<file path="config.mk">
export PLATFORM = sky130hd
export DESIGN_NAME = serial_remote_local_control
export DESIGN_NICKNAME = d
export VERILOG_FILES = /design/src/design/remote_local_pkg.sv /design/src/design/serial_remote_local_control.sv /design/src/design/rate_tick.sv /design/src/design/command_filter.sv
export SDC_FILE = /design/constraint.sdc
export NUM_CORES = 1
export LEC_CHECK = 0
export ABC_AREA = 1
export BUFFER_PORTS_ARGS = -buffer_cell sky130_fd_sc_hd__buf_2
export CAP_MARGIN = 20
export CORE_ASPECT_RATIO = 0.5
export CORE_MARGIN = 2
export CORE_UTILIZATION = 30
export DETAILED_ROUTE_END_ITERATION = 6
export HOLD_SLACK_MARGIN = 0.06
export PLACE_DENSITY = 0.55
export SKIP_LAST_GASP = 1
export SYNTH_ARGS = -nofsm -noshare
export SYNTH_HDL_FRONTEND = slang
export SYNTH_SLANG_ARGS = --single-unit
</file>
<file path="constraint.sdc">
create_clock -name clock -period 8.4 [get_ports clock]
set_clock_uncertainty 0.2 [all_clocks]
set_input_delay 0.84 -clock clock [delete_from_list [all_inputs] [get_ports clock]]
set_output_delay 0.84 -clock clock [all_outputs]
set_load 0.05 [all_outputs]
</file>
<file path="src/design/remote_local_pkg.sv">
package remote_local_pkg;

	// ------------------------------------------------------------
	// Register map
	// ------------------------------------------------------------
	localparam logic [3:0] ADDR_LINK_CFG = 4'h0;
	localparam logic [3:0] ADDR_LINK_APPLY = 4'h1;
	localparam logic [3:0] ADDR_CONTROL_STATE = 4'h2;
	localparam logic [3:0] ADDR_MESSAGE = 4'h3;
	localparam logic [3:0] ADDR_COMMAND = 4'h4;
	localparam logic [3:0] ADDR_VERDICT = 4'h5;
	localparam logic [3:0] ADDR_IRQ_STATUS = 4'h6;
	localparam logic [3:0] ADDR_IRQ_MASK = 4'h7;
	localparam logic [3:0] ADDR_RX_FILL = 4'h8;

	// ------------------------------------------------------------
	// Field positions and reset values
	// ------------------------------------------------------------
	localparam int CFG_RATE_LSB = 0;
	localparam int CFG_HANDSHAKE_BIT = 2;
	localparam logic [1:0] RATE_RESET = 2'h3;
	localparam logic HANDSHAKE_RESET = 1'b0;
	localparam int MSG_REN_BIT = 0;
	localparam int MSG_LLO_BIT = 1;
	localparam int MSG_GTL_BIT = 2;
	localparam int EV_OVERFLOW = 0;
	localparam int EV_REFUSED = 1;
	localparam int EV_TO_REMOTE = 2;
	localparam int EV_TO_LOCAL = 3;
	localparam int EV_WIDTH = 4;

	// ------------------------------------------------------------
	// Error codes and timing
	// ------------------------------------------------------------
	localparam logic [7:0] ERR_INPUT_FULL = 8'hb5;
	localparam logic [7:0] ERR_REFUSED_IN_LOCAL = 8'h84;
	localparam int CLOCK_HZ = 10_000_000;
	localparam int OVERSAMPLE = 16;

	// Bit rates selectable by the operator.
	typedef enum logic [1:0]
	{
		RATE_1200 = 2'h0,
		RATE_2400 = 2'h1,
		RATE_4800 = 2'h2,
		RATE_9600 = 2'h3
	} bit_rate_e;

	// Classes of decoded host commands.
	typedef enum logic [3:0]
	{
		CMD_IDENTIFY = 4'h0,
		CMD_CLEAR_STATUS = 4'h1,
		CMD_EVENT_STATUS_QUERY = 4'h2,
		CMD_EVENT_ENABLE = 4'h3,
		CMD_EVENT_ENABLE_QUERY = 4'h4,
		CMD_STATUS_BYTE_QUERY = 4'h5,
		CMD_SERVICE_ENABLE = 4'h6,
		CMD_SERVICE_ENABLE_QUERY = 4'h7,
		CMD_ERROR_QUERY = 4'h8,
		CMD_DEVICE_ERROR_QUERY = 4'h9,
		CMD_OTHER = 4'hf
	} command_e;

	// Remote and local control states.
	typedef enum logic [1:0]
	{
		CTRL_LOCAL = 2'b00,
		CTRL_REMOTE = 2'b01,
		CTRL_LOCKOUT = 2'b11
	} control_e;

	// Link configuration as one carrier.
	typedef struct packed
	{
		logic handshake;
		bit_rate_e rate;
	} link_cfg_s;

	// Baud divider: clock cycles per oversample tick.
	function automatic logic [15:0] tick_divisor(input bit_rate_e rate);
		int baud;
		baud = 1200 << rate;
		tick_divisor = 16'(CLOCK_HZ / (baud * OVERSAMPLE));
	endfunction

endpackage

</file>
<file path="src/design/serial_remote_local_control.sv">
// Operation
// - The bit rate is one of 1200, 2400, 4800 or 9600 baud and reads back.
// - A flow-control setting selects no handshake or RTS/CTS handshake and only changes what RTS and CTS show.
// - In handshake mode RTS is high only while the input buffer can take a character.
// - In handshake mode CTS is high exactly while a character is being sent.
// - Without handshake RTS stays high and an input overflow reports error 181.
// - Without handshake CTS reads high and output is sent without waiting.
// - DTR always follows DSR.
// - The remote-enable message enters remote state, lights the indicator and locks the panel except the local key.
// - Entering remote state aborts the measurement and selects single trigger.
// - The local-lockout message also disables the local key.
// - Go-to-local, an unlocked local key or a power cycle returns to local state.
// - Back in local state the panel is enabled and the indicator is dark.
// - In local state only the identify, status and error commands run, any other raises error 132.
// - Status queries are answered in either state.
`timescale 1ns/1ps
`default_nettype none
module serial_remote_local_control
	import remote_local_pkg::*;
#(
	parameter int RX_DEPTH = 16
)
(
	input wire logic clock,
	input wire logic rst,
	input wire logic [3:0] address,
	input wire logic [7:0] write_data,
	input wire logic write_strobe,
	input wire logic read_strobe,
	output logic [7:0] read_data,
	input wire logic rx_char_valid,
	input wire logic rx_char_take,
	input wire logic tx_pending,
	input wire logic rx_busy,
	input wire logic local_key,
	input wire logic dsr,
	output logic rts,
	output logic cts,
	output logic dtr,
	output logic tx_active,
	output logic bit_tick,
	output logic remote_indicator,
	output logic panel_enable,
	output logic measure_abort,
	output logic single_trigger,
	output logic command_accept,
	output logic error_valid,
	output logic [7:0] error_code,
	output logic irq
);

	localparam int FILL_W = $clog2(RX_DEPTH + 1);

	// ------------------------------------------------------------
	// State
	// ------------------------------------------------------------
	typedef struct packed
	{
		link_cfg_s staged;
		link_cfg_s active;
		logic apply_pending;
		control_e ctrl;
		logic [FILL_W-1:0] fill;
		logic tx_active;
		logic measure_abort;
		logic single_trigger;
		logic command_accept;
		logic error_valid;
		logic [7:0] error_code;
		logic [EV_WIDTH-1:0] status;
		logic [EV_WIDTH-1:0] mask;
		logic [7:0] read_data;
	} state_s;

	state_s state;
	state_s next_state;
	logic allowed_in_local;
	logic tick;
	logic buffer_room;
	logic remote;

	rate_tick tick_gen
	(
		.clock(clock),
		.rst(rst),
		.cfg(state.active),
		.tick(tick)
	);

	command_filter filter
	(
		.command(command_e'(write_data[3:0])),
		.allowed_in_local(allowed_in_local)
	);

	assign remote = state.ctrl != CTRL_LOCAL;
	assign buffer_room = state.fill < FILL_W'(RX_DEPTH);

	// ------------------------------------------------------------
	// Next-state logic
	// ------------------------------------------------------------
	always_comb
	begin
		logic [EV_WIDTH-1:0] events;
		logic overflow;
		events = '0;
		overflow = 1'b0;
		next_state = state;
		next_state.measure_abort = 1'b0;
		next_state.command_accept = 1'b0;
		next_state.error_valid = 1'b0;

		// Staged settings move to the link only between characters.
		if (state.apply_pending && !rx_busy && !tx_pending && !state.tx_active)
		begin
			next_state.active = state.staged;
			next_state.apply_pending = 1'b0;
		end

		// Transmit activity follows queued output; handshake only reports it on CTS.
		next_state.tx_active = tx_pending;

		// Input buffer occupancy, overflow when a character finds it full.
		if (rx_char_valid && !buffer_room)
		begin
			overflow = 1'b1;
		end
		if (rx_char_valid && buffer_room && !(rx_char_take && state.fill != '0))
			next_state.fill = state.fill + FILL_W'(1);
		else if (rx_char_take && state.fill != '0 && !(rx_char_valid && buffer_room))
			next_state.fill = state.fill - FILL_W'(1);

		// Front-panel local key returns to local unless locked out.
		if (local_key && state.ctrl == CTRL_REMOTE)
		begin
			next_state.ctrl = CTRL_LOCAL;
			events[EV_TO_LOCAL] = 1'b1;
		end

		// Register writes.
		if (write_strobe)
		begin
			case (address)
				ADDR_LINK_CFG:
				begin
					next_state.staged.rate = bit_rate_e'(write_data[CFG_RATE_LSB +: 2]);
					next_state.staged.handshake = write_data[CFG_HANDSHAKE_BIT];
				end
				ADDR_LINK_APPLY:
					next_state.apply_pending = write_data[0];
				ADDR_MESSAGE:
				begin
					if (write_data[MSG_GTL_BIT])
					begin
						next_state.ctrl = CTRL_LOCAL;
						if (remote)
							events[EV_TO_LOCAL] = 1'b1;
					end
					else if (write_data[MSG_LLO_BIT])
					begin
						next_state.ctrl = CTRL_LOCKOUT;
						if (!remote)
						begin
							next_state.measure_abort = 1'b1;
							next_state.single_trigger = 1'b1;
							events[EV_TO_REMOTE] = 1'b1;
						end
					end
					else if (write_data[MSG_REN_BIT] && !remote)
					begin
						next_state.ctrl = CTRL_REMOTE;
						next_state.measure_abort = 1'b1;
						next_state.single_trigger = 1'b1;
						events[EV_TO_REMOTE] = 1'b1;
					end
				end
				ADDR_COMMAND:
				begin
					if (remote || allowed_in_local)
					begin
						next_state.command_accept = 1'b1;
						if (write_data[3:0] == 4'(CMD_CLEAR_STATUS))
							next_state.status = '0;
					end
					else
					begin
						next_state.error_valid = 1'b1;
						next_state.error_code = ERR_REFUSED_IN_LOCAL;
						events[EV_REFUSED] = 1'b1;
					end
				end
				ADDR_IRQ_MASK:
					next_state.mask = write_data[EV_WIDTH-1:0];
				default:
				begin
				end
			endcase
		end

		// Overflow error takes the error port over a refusal in the same cycle.
		if (overflow)
		begin
			next_state.error_valid = 1'b1;
			next_state.error_code = ERR_INPUT_FULL;
			events[EV_OVERFLOW] = 1'b1;
		end

		// Register reads; unmapped addresses read zero.
		case (address)
			ADDR_LINK_CFG: next_state.read_data = {5'h00, state.staged.handshake, state.staged.rate};
			ADDR_LINK_APPLY: next_state.read_data = {4'h0, state.active.handshake, state.active.rate, state.apply_pending};
			ADDR_CONTROL_STATE: next_state.read_data = {6'h00, state.ctrl};
			ADDR_VERDICT: next_state.read_data = state.error_code;
			ADDR_IRQ_STATUS: next_state.read_data = 8'(state.status);
			ADDR_IRQ_MASK: next_state.read_data = 8'(state.mask);
			ADDR_RX_FILL: next_state.read_data = 8'(state.fill);
			default: next_state.read_data = 8'h00;
		endcase

		// Reading status clears it, but a new event in that cycle survives.
		if (read_strobe && address == ADDR_IRQ_STATUS)
			next_state.status = events;
		else
			next_state.status = next_state.status | events;
	end

	// ------------------------------------------------------------
	// State register
	// ------------------------------------------------------------
	always_ff @(posedge clock or posedge rst)
	begin
		if (rst)
		begin
			state <= '0;
			state.staged <= '{handshake: HANDSHAKE_RESET, rate: bit_rate_e'(RATE_RESET)};
			state.active <= '{handshake: HANDSHAKE_RESET, rate: bit_rate_e'(RATE_RESET)};
			state.ctrl <= CTRL_LOCAL;
		end
		else
		begin
			state <= next_state;
		end
	end

	// ------------------------------------------------------------
	// Outputs
	// ------------------------------------------------------------
	assign rts = state.active.handshake ? buffer_room : 1'b1;
	assign cts = state.active.handshake ? state.tx_active : 1'b1;
	assign dtr = dsr;
	assign tx_active = state.tx_active;
	assign bit_tick = tick;
	assign remote_indicator = remote;
	assign panel_enable = !remote;
	assign measure_abort = state.measure_abort;
	assign single_trigger = state.single_trigger;
	assign command_accept = state.command_accept;
	assign error_valid = state.error_valid;
	assign error_code = state.error_code;
	assign read_data = state.read_data;
	assign irq = |(state.status & state.mask);

endmodule
`default_nettype wire

</file>
<file path="src/design/rate_tick.sv">
`timescale 1ns/1ps
`default_nettype none
module rate_tick
	import remote_local_pkg::*;
(
	input wire logic clock,
	input wire logic rst,
	input wire link_cfg_s cfg,
	output logic tick
);

	typedef struct packed
	{
		logic [15:0] count;
		logic tick;
	} state_s;

	state_s state;
	state_s next_state;

	// Counts down the divisor for the active bit rate, one pulse per wrap.
	always_comb
	begin
		next_state = state;
		next_state.tick = 1'b0;
		if (state.count == 16'h0000)
		begin
			next_state.count = tick_divisor(cfg.rate) - 16'h0001;
			next_state.tick = 1'b1;
		end
		else
		begin
			next_state.count = state.count - 16'h0001;
		end
	end

	// Registers the divider.
	always_ff @(posedge clock or posedge rst)
	begin
		if (rst)
			state <= '0;
		else
			state <= next_state;
	end

	assign tick = state.tick;

endmodule
`default_nettype wire

</file>
<file path="src/design/command_filter.sv">
`timescale 1ns/1ps
`default_nettype none
module command_filter
	import remote_local_pkg::*;
(
	input wire command_e command,
	output logic allowed_in_local
);

	// Status, identity and error queries pass even in local state.
	always_comb
	begin
		case (command)
			CMD_IDENTIFY, CMD_CLEAR_STATUS, CMD_EVENT_STATUS_QUERY, CMD_EVENT_ENABLE,
			CMD_EVENT_ENABLE_QUERY, CMD_STATUS_BYTE_QUERY, CMD_SERVICE_ENABLE,
			CMD_SERVICE_ENABLE_QUERY, CMD_ERROR_QUERY, CMD_DEVICE_ERROR_QUERY:
				allowed_in_local = 1'b1;
			default:
				allowed_in_local = 1'b0;
		endcase
	end

endmodule
`default_nettype wire

</file>
==> results of run 1 <==
[cell type report]
type	instances	area, sq um	share of cell area, %
clock buffers	5	125	2.07
repair buffers	100	671	11.1
inverters	111	448	7.42
multi-input cells	516	3110	51.5
well taps	204	255	4.23
clock inverters	3	68.8	1.14
flip-flops and latches	54	1360	22.5
[per-layer routing]
| metal | vias to the layer above | wire (um) | GRT usage, % |
|---|---|---|---|
| li1 | 2436 | - | - |
| met1 | 2268 | 6850 | 22.8 |
| met2 | 115 | 5980 | 26.3 |
| met3 | 10 | 479 | 1.24 |
| met4 | 0 | 107 | 2.87 |
| met5 | - | 0 | 0 |
[report_power, final]
group | internal, mW | switching (mW)
Combinational | 0.752 | 1.24
Clock | 0.171 | 0.0956
Sequential | 0.307 | 0.0334
[state kept, by name (all words and copies together) (netlist names)]
signal and cells:
tick_gen.tick 1, state 22, read_data 8, error_code 2, error_valid 1, command_accept 1
tick_gen.state 16, measure_abort 1, single_trigger 1, tx_active 1
[cells by family (layout without fill, tap and decap cells)]
group / count (synthesis) / after routing / share of synthesized area [%]
fa+ha+maj: 26 / 26 / 6.84
compound gates: 112 / 112 / 13.6
flops: 54 / 54 / 27.9
buf+inv: 142 / 219 / 13.5
xor+xnor: 13 / 13 / 2.34
other cells: 1 / 4 / 0.0771
simple gates: 361 / 361 / 35.8
[worst paths after layout]
kind,start,to,slack [ns],cells after the start
max,state[37]$_DFFE_PP1P_,tick_gen.state[10]$_DFF_PP0_,0.07,68
min,single_trigger$_DFFE_PP0P_,single_trigger$_DFFE_PP0P_,0.27,1
max reg2reg,state[37]$_DFFE_PP1P_,tick_gen.state[10]$_DFF_PP0_,0.07,68
min reg2reg,single_trigger$_DFFE_PP0P_,single_trigger$_DFFE_PP0P_,0.27,1
max in group asynchronous,rst,tick_gen.state[14]$_DFF_PP0_,7.00,3
min in group asynchronous,rst,read_data[6]$_DFF_PP0_,0.53,3
[timing repair]
item | CTS | global route
gates resized for setup | 13 | 53
pin swaps | 3 | 34
buffers inserted | 3 | 20
endpoints found under the setup margin | 12 | 12
[stage by stage]
step	cells	hold WS [ns]	cell area (sq um)	util [%]
detailed placement	962	0.253	5380	34.5
finish	993	0.270	6030	38.6
global placement	962	0.248	5380	34.5
floorplan	712	0.272	4880	-
global route	993	0.306	6030	38.6
CTS	973	0.272	5660	36.2
[worst max-delay path: cells and delay by family, from the launching register on]
family | cells | cell delay [ns]
flip-flops | 1 | 0.56
AO/OA/AOI/OAI | 11 | 1.59
adder cells (fa/ha/maj) | 6 | 1.46
AND/OR/NAND/NOR | 42 | 3.72
buffers and inverters | 8 | 0.60
XOR/XNOR | 1 | 0.11
[layout by cell type (no fill, tap or decap), types with 5 or more instances in the layout]
cell,n
buf_2,40
o22ai_1,5
o21ai_1,8
nand3_2,14
dfrtp_1,50
nand4_1,14
nand2_1,162
nor3_1,6
inv_2,14
nand2_4,17
nand2_2,15
buf_4,57
nand3_1,51
nand3_4,6
a21oi_1,25
inv_1,88
o31ai_1,5
nor2_2,7
nor2_4,5
nor2_1,53
ha_1,18
xor2_1,10
clkbuf_16,5
o21ai_0,43
==> summary.txt, run 1 <==
Count of cell types in the netlist - 52
Worst vdd ir - 228 uV
Maximum root-to-sink buffer count - 2
# rows - 32
Synthesized cell area - 4870 sq um
Most frequent cell after synthesis - nand2_1
Global-route wire length before repair - 22300 um
Share of layout cells above drive strength 1 - 27.5%
Vias - 4829
H-tree levels - 2
Seq/Total Area, Yosys - 27.9%
Largest net degree at the start of global routing - 55
Max stage delay cell, worst path - dfstp_2
RePlAce Congestion - 0.853
IO Pins - 50
Num CTS Buffers - 5
Critical Path Source Type - flip-flop
Pwr Density - 430 nW/um^2
Synth top cells by count - nand2_1 (171), inv_1 (92), nand3_1 (59)
Critical Path RT - 8.38 ns
WL per Instance - 13.5 um
Maxcap violations - 0
Starting density of the core - 31.2%
Mean post-synth cell area - 6.86 sq um
Clk sinks - 54
Die height - 94.1 um
Via density - 4.86
Crit path top cell by count - nand2_4
Clock latency on the worst-skew pair - 0.29 ns
Ranking of synthesized cells by area - dfrtp_1 (26%), nand2_1 (13%), inv_1 (7.1%)
CP peak stage delay - 0.56 ns
Yosys Warn Count - 0
Critical Path Sink Type - flip-flop
Final ANT Viol Nets - 0
Final hold violation count - 0
Critical path data arrival time - 8.30 ns
Root Buffer Master - clkbuf_16
Post-route setup slack - 0.0721 ns
Worst-path clk slew - 0.08 ns
Fin crit share - 99.1%
Number of enable flip-flop cells after synthesis - 0
CTS tree - done
Unrepaired setup endpoints after global routing - yes
P_leak - 3.14 nW
Hold Buf Count CTS - 0
Cell count after synthesis - 709
Critical path class - reg -> reg
DRT Wirelength - 13400 um
Post-route DRC - 0
Vias in the first global route - 4588
Worst hold path type - reg -> reg
Top cell type's share of synthesized area - 25.7%
Setup_tns - 0 ns
Main synth FF type - dfrtp_1
Port-buffer cells - 40
# nets final - 836
Flops & latches, synth - 54
Slew margin rel. - 48.4%
Total Power - 2.60 mW
Number of detailed-route iterations in the first pass - 5
Final setup viols - 0
Peak Freq - 120 MHz
Synth async-reset ratio - 100%
Pre-CTS WS - -0.0748 ns
Congestion Overflow GR - 0
Cell taking the most area after synthesis - dfrtp_1
Worst Tran Pin Value - 0.773 ns
GRT Resource Usage Total - 15.8%
Crit-path max FO - 7
Final min period - 8.33 ns
Drt initial violations - 280
Initial antenna violation count - 0
Syn-to-layout area delta - 24.0%
Die Span X - 184 um
Status - completed
Core area - 15600 sq um
Fill count - 1606
# diodes - 0
DPL Wire Length - 10000 um
Die area - 17300 sq um
Final slew viol count - 0
Power figures use the tool's default switching activity.
==> inputs of run 2 (changes only) <==
--- a/config.mk
+++ b/config.mk
@@ -13,6 +13,7 @@
 export CORE_UTILIZATION = 30
 export DETAILED_ROUTE_END_ITERATION = 6
 export HOLD_SLACK_MARGIN = 0.06
+export MAX_ROUTING_LAYER = met4
 export PLACE_DENSITY = 0.55
 export SKIP_LAST_GASP = 1
 export SYNTH_ARGS = -nofsm -noshare
==> summary.txt, run 2 (synthesis results as in run 1) <==
Worst vdd ir - 238 uV (was 228 uV)
Logic pwr share - 77.3% (was 76.6%)
Critical Path Sink Type - flip-flop (unchanged)
Worst-path clk slew - 0.07 ns (was 0.08 ns)
Seq pwr share - 13.5% (was 13.1%)
Via density - 4.79 (was 4.86)
Die Span X - 184 um (unchanged)
Status - completed (unchanged)
Area of the multi-input gates - 3100 sq um (was 3110 sq um)
Critical path class - reg -> reg (unchanged)
Crit-path max FO - 7 (unchanged)
H-tree levels - 2 (unchanged)
Starting density of the core - 31.2% (unchanged)
Final hold violation count - 0 (unchanged)
Worst Tran Pin Value - 0.707 ns (was 0.773 ns)
WL per Instance - 13.8 um (was 13.5 um)
CTS tree - done (unchanged)
Max stage delay cell, worst path - dfstp_2 (unchanged)
WHS Endpoint - single_trigger$_DFFE_PP0P_ (unchanged)
Reg2reg path depth - 69 (was 68)
DRT Wirelength - 13700 um (was 13400 um)
Worst hold stages - 1 (unchanged)
Hold Buf Count CTS - 0 (unchanged)
Critical R2R Launch - state[38]$_DFFE_PP1P_ (was state[37]$_DFFE_PP1P_)
Vias in the first global route - 4592 (was 4588)
Final setup viols - 0 (unchanged)
Placed Cells - 962 (unchanged)
Final ANT Viol Nets - 0 (unchanged)
Top delay family on crit path - simple AND/OR/NAND/NOR gates (unchanged)
Clk sinks - 54 (unchanged)
Psw - 1.37 mW (about the same)
Vias - 4735 (was 4829)
Critical Path RT - 8.38 ns (about the same)
Setup_tns - 0 ns (unchanged)
Congestion Overflow GR - 0 (unchanged)
Register area - 1360 sq um (unchanged)
Root Buffer Master - clkbuf_16 (unchanged)
Maxcap violations - 0 (unchanged)
Most common cell after layout, fill and taps aside - nand2_1 (unchanged)
Hold_sp - single_trigger$_DFFE_PP0P_ (unchanged)
# rows - 32 (unchanged)
Peak Freq - 119 MHz (was 120 MHz)
Final min period - 8.38 ns (was 8.33 ns)
Final slew viol count - 0 (unchanged)
Switching share of power - 53.8% (was 52.6%)
Crit path top cell by count - nand2_4 (unchanged)
Die height - 94.1 um (unchanged)
Number of detailed-route iterations in the first pass - 4 (was 5)
RePlAce Congestion - 0.871 (was 0.853)
# diodes - 0 (unchanged)
Maximum root-to-sink buffer count - 2 (unchanged)
Core area - 15600 sq um (unchanged)
P_leak - 3.07 nW (was 3.14 nW)
Pwr Density - 427 nW/um^2 (was 430 nW/um^2)
Most frequent cells in the layout - nand2_1 (158), inv_1 (86), nor2_1 (54), nand3_1 (53), buf_4 (53) (was nand2_1 (162), inv_1 (88), buf_4 (57), nor2_1 (53), nand3_1 (51))
Share of layout cells above drive strength 1 - 27.4% (was 27.5%)
Critical path data arrival time - 8.36 ns (was 8.30 ns)
Non-Filler Instances - 988 (was 993)
FF-to-FF setup slack - 0.02 ns (was 0.07 ns)
Syn-to-layout area delta - 22.5% (was 24.0%)
Initial antenna violation count - 0 (unchanged)
Post-route DRC - 0 (unchanged)
Global-route wire length before repair - 22700 um (was 22300 um)
Slew margin rel. - 52.9% (was 48.4%)
Cell internal pwr - 1.18 mW (was 1.23 mW)
Port-buffer cells - 40 (unchanged)
GRT Resource Usage Total - 16.5% (was 15.8%)
Critical Path Source Type - flip-flop (unchanged)
Max reg flops - 22 (unchanged)
Top reg by flops - state (unchanged)
Num CTS Buffers - 5 (unchanged)
CP peak stage delay - 0.56 ns (about the same)
Die area - 17300 sq um (unchanged)
Worst path bufs/invs - 10 (was 8)
Fill count - 1666 (was 1606)
Fin crit share - 99.8% (was 99.1%)
Unrepaired setup endpoints after global routing - yes (unchanged)
# nets final - 831 (was 836)
Worst hold path type - reg -> reg (unchanged)
Clock latency on the worst-skew pair - 0.29 ns (about the same)
IO Pins - 50 (unchanged)
Worst r2r dst - tick_gen.state[14]$_DFF_PP0_ (was tick_gen.state[10]$_DFF_PP0_)
Clock Power Share - 9.2% (was 10.3%)
Drt initial violations - 286 (was 280)
DPL Wire Length - 10200 um (was 10000 um)
Largest net degree at the start of global routing - 55 (unchanged)
[run 2: changes by cell type in the layout (fill, tap and decap cells not counted), moves of 2 or more]
cell     change
buf_4        -4
inv_1        -2
nand2_1      -4
nand2_2      +6
nand2_4      -2
nand3_1      +2
[run 2: power by group through the flow]
stage	clock network [mW]	registers, mW	logic [mW]
after floorplan	0	0.351	1.27
after global placement	0	0.343	1.69
after detailed placement	0	0.344	1.71
after CTS	0.242	0.340	1.73
after global routing	0.252	0.350	2.21
final	0.235	0.343	1.97
[run 2: layout make-up]
type	instances	area share, %
tap	204	4.28
clock inverter	2	0.651
multi-input combinational	516	52.0
sequential	54	22.8
clock buffer	6	2.16
timing repair buffer	95	10.6
inverter	111	7.58
[run 2: timing repair]
action                     in CTS  in global routing
resized for setup               3                 64
pin swaps                       0                 38
setup endpoints to repair      12                 12
setup buffers                   0                 18
[run 2: worst max-delay path by stage]
stage	from	endpoint	slack, ns	cells past startpoint
6_report	state[38]$_DFFE_PP1P_	tick_gen.state[14]$_DFF_PP0_	0.02	69
5_1_grt	state[38]$_DFFE_PP1P_	tick_gen.state[10]$_DFF_PP0_	-0.60	68
4_1_cts	state[37]$_DFFE_PP1P_	tick_gen.state[15]$_DFF_PP0_	0.002	67
3_5_place_dp	state[37]$_DFFE_PP1P_	tick_gen.state[16]$_DFF_PP0_	-0.04	68
3_3_place_gp	state[37]$_DFFE_PP1P_	tick_gen.state[16]$_DFF_PP0_	-0.008	69
2_1_floorplan	state[37]$_DFFE_PP1P_	tick_gen.state[10]$_DFF_PP0_	0.20	69
[run 2: stage by stage]
| step | area, sq um | util, % | power [mW] | worst slack [ns] | hold WS (ns) |
|---|---|---|---|---|---|
| finish | 5960 | 38.2 | 2.55 | 0.0184 | 0.268 |
| floorplan | 4880 | - | 1.62 | 0.200 | 0.272 |
| CTS | 5570 | 35.7 | 2.31 | 0.00218 | 0.272 |
| global placement | 5380 | 34.5 | 2.04 | -0.00838 | 0.248 |
| global route | 5960 | 38.2 | 2.81 | -0.600 | 0.317 |
| detailed placement | 5380 | 34.5 | 2.06 | -0.0429 | 0.253 |
[run 2: per-layer routing]
metal  global-route usage, %  vias to the layer above  wire (um)
met5                       -                        -          0
met2                    26.6                       85       6140
li1                        -                     2424          -
met3                   0.969                       11        424
met1                    23.4                     2215       7000
met4                    2.53                        0        106
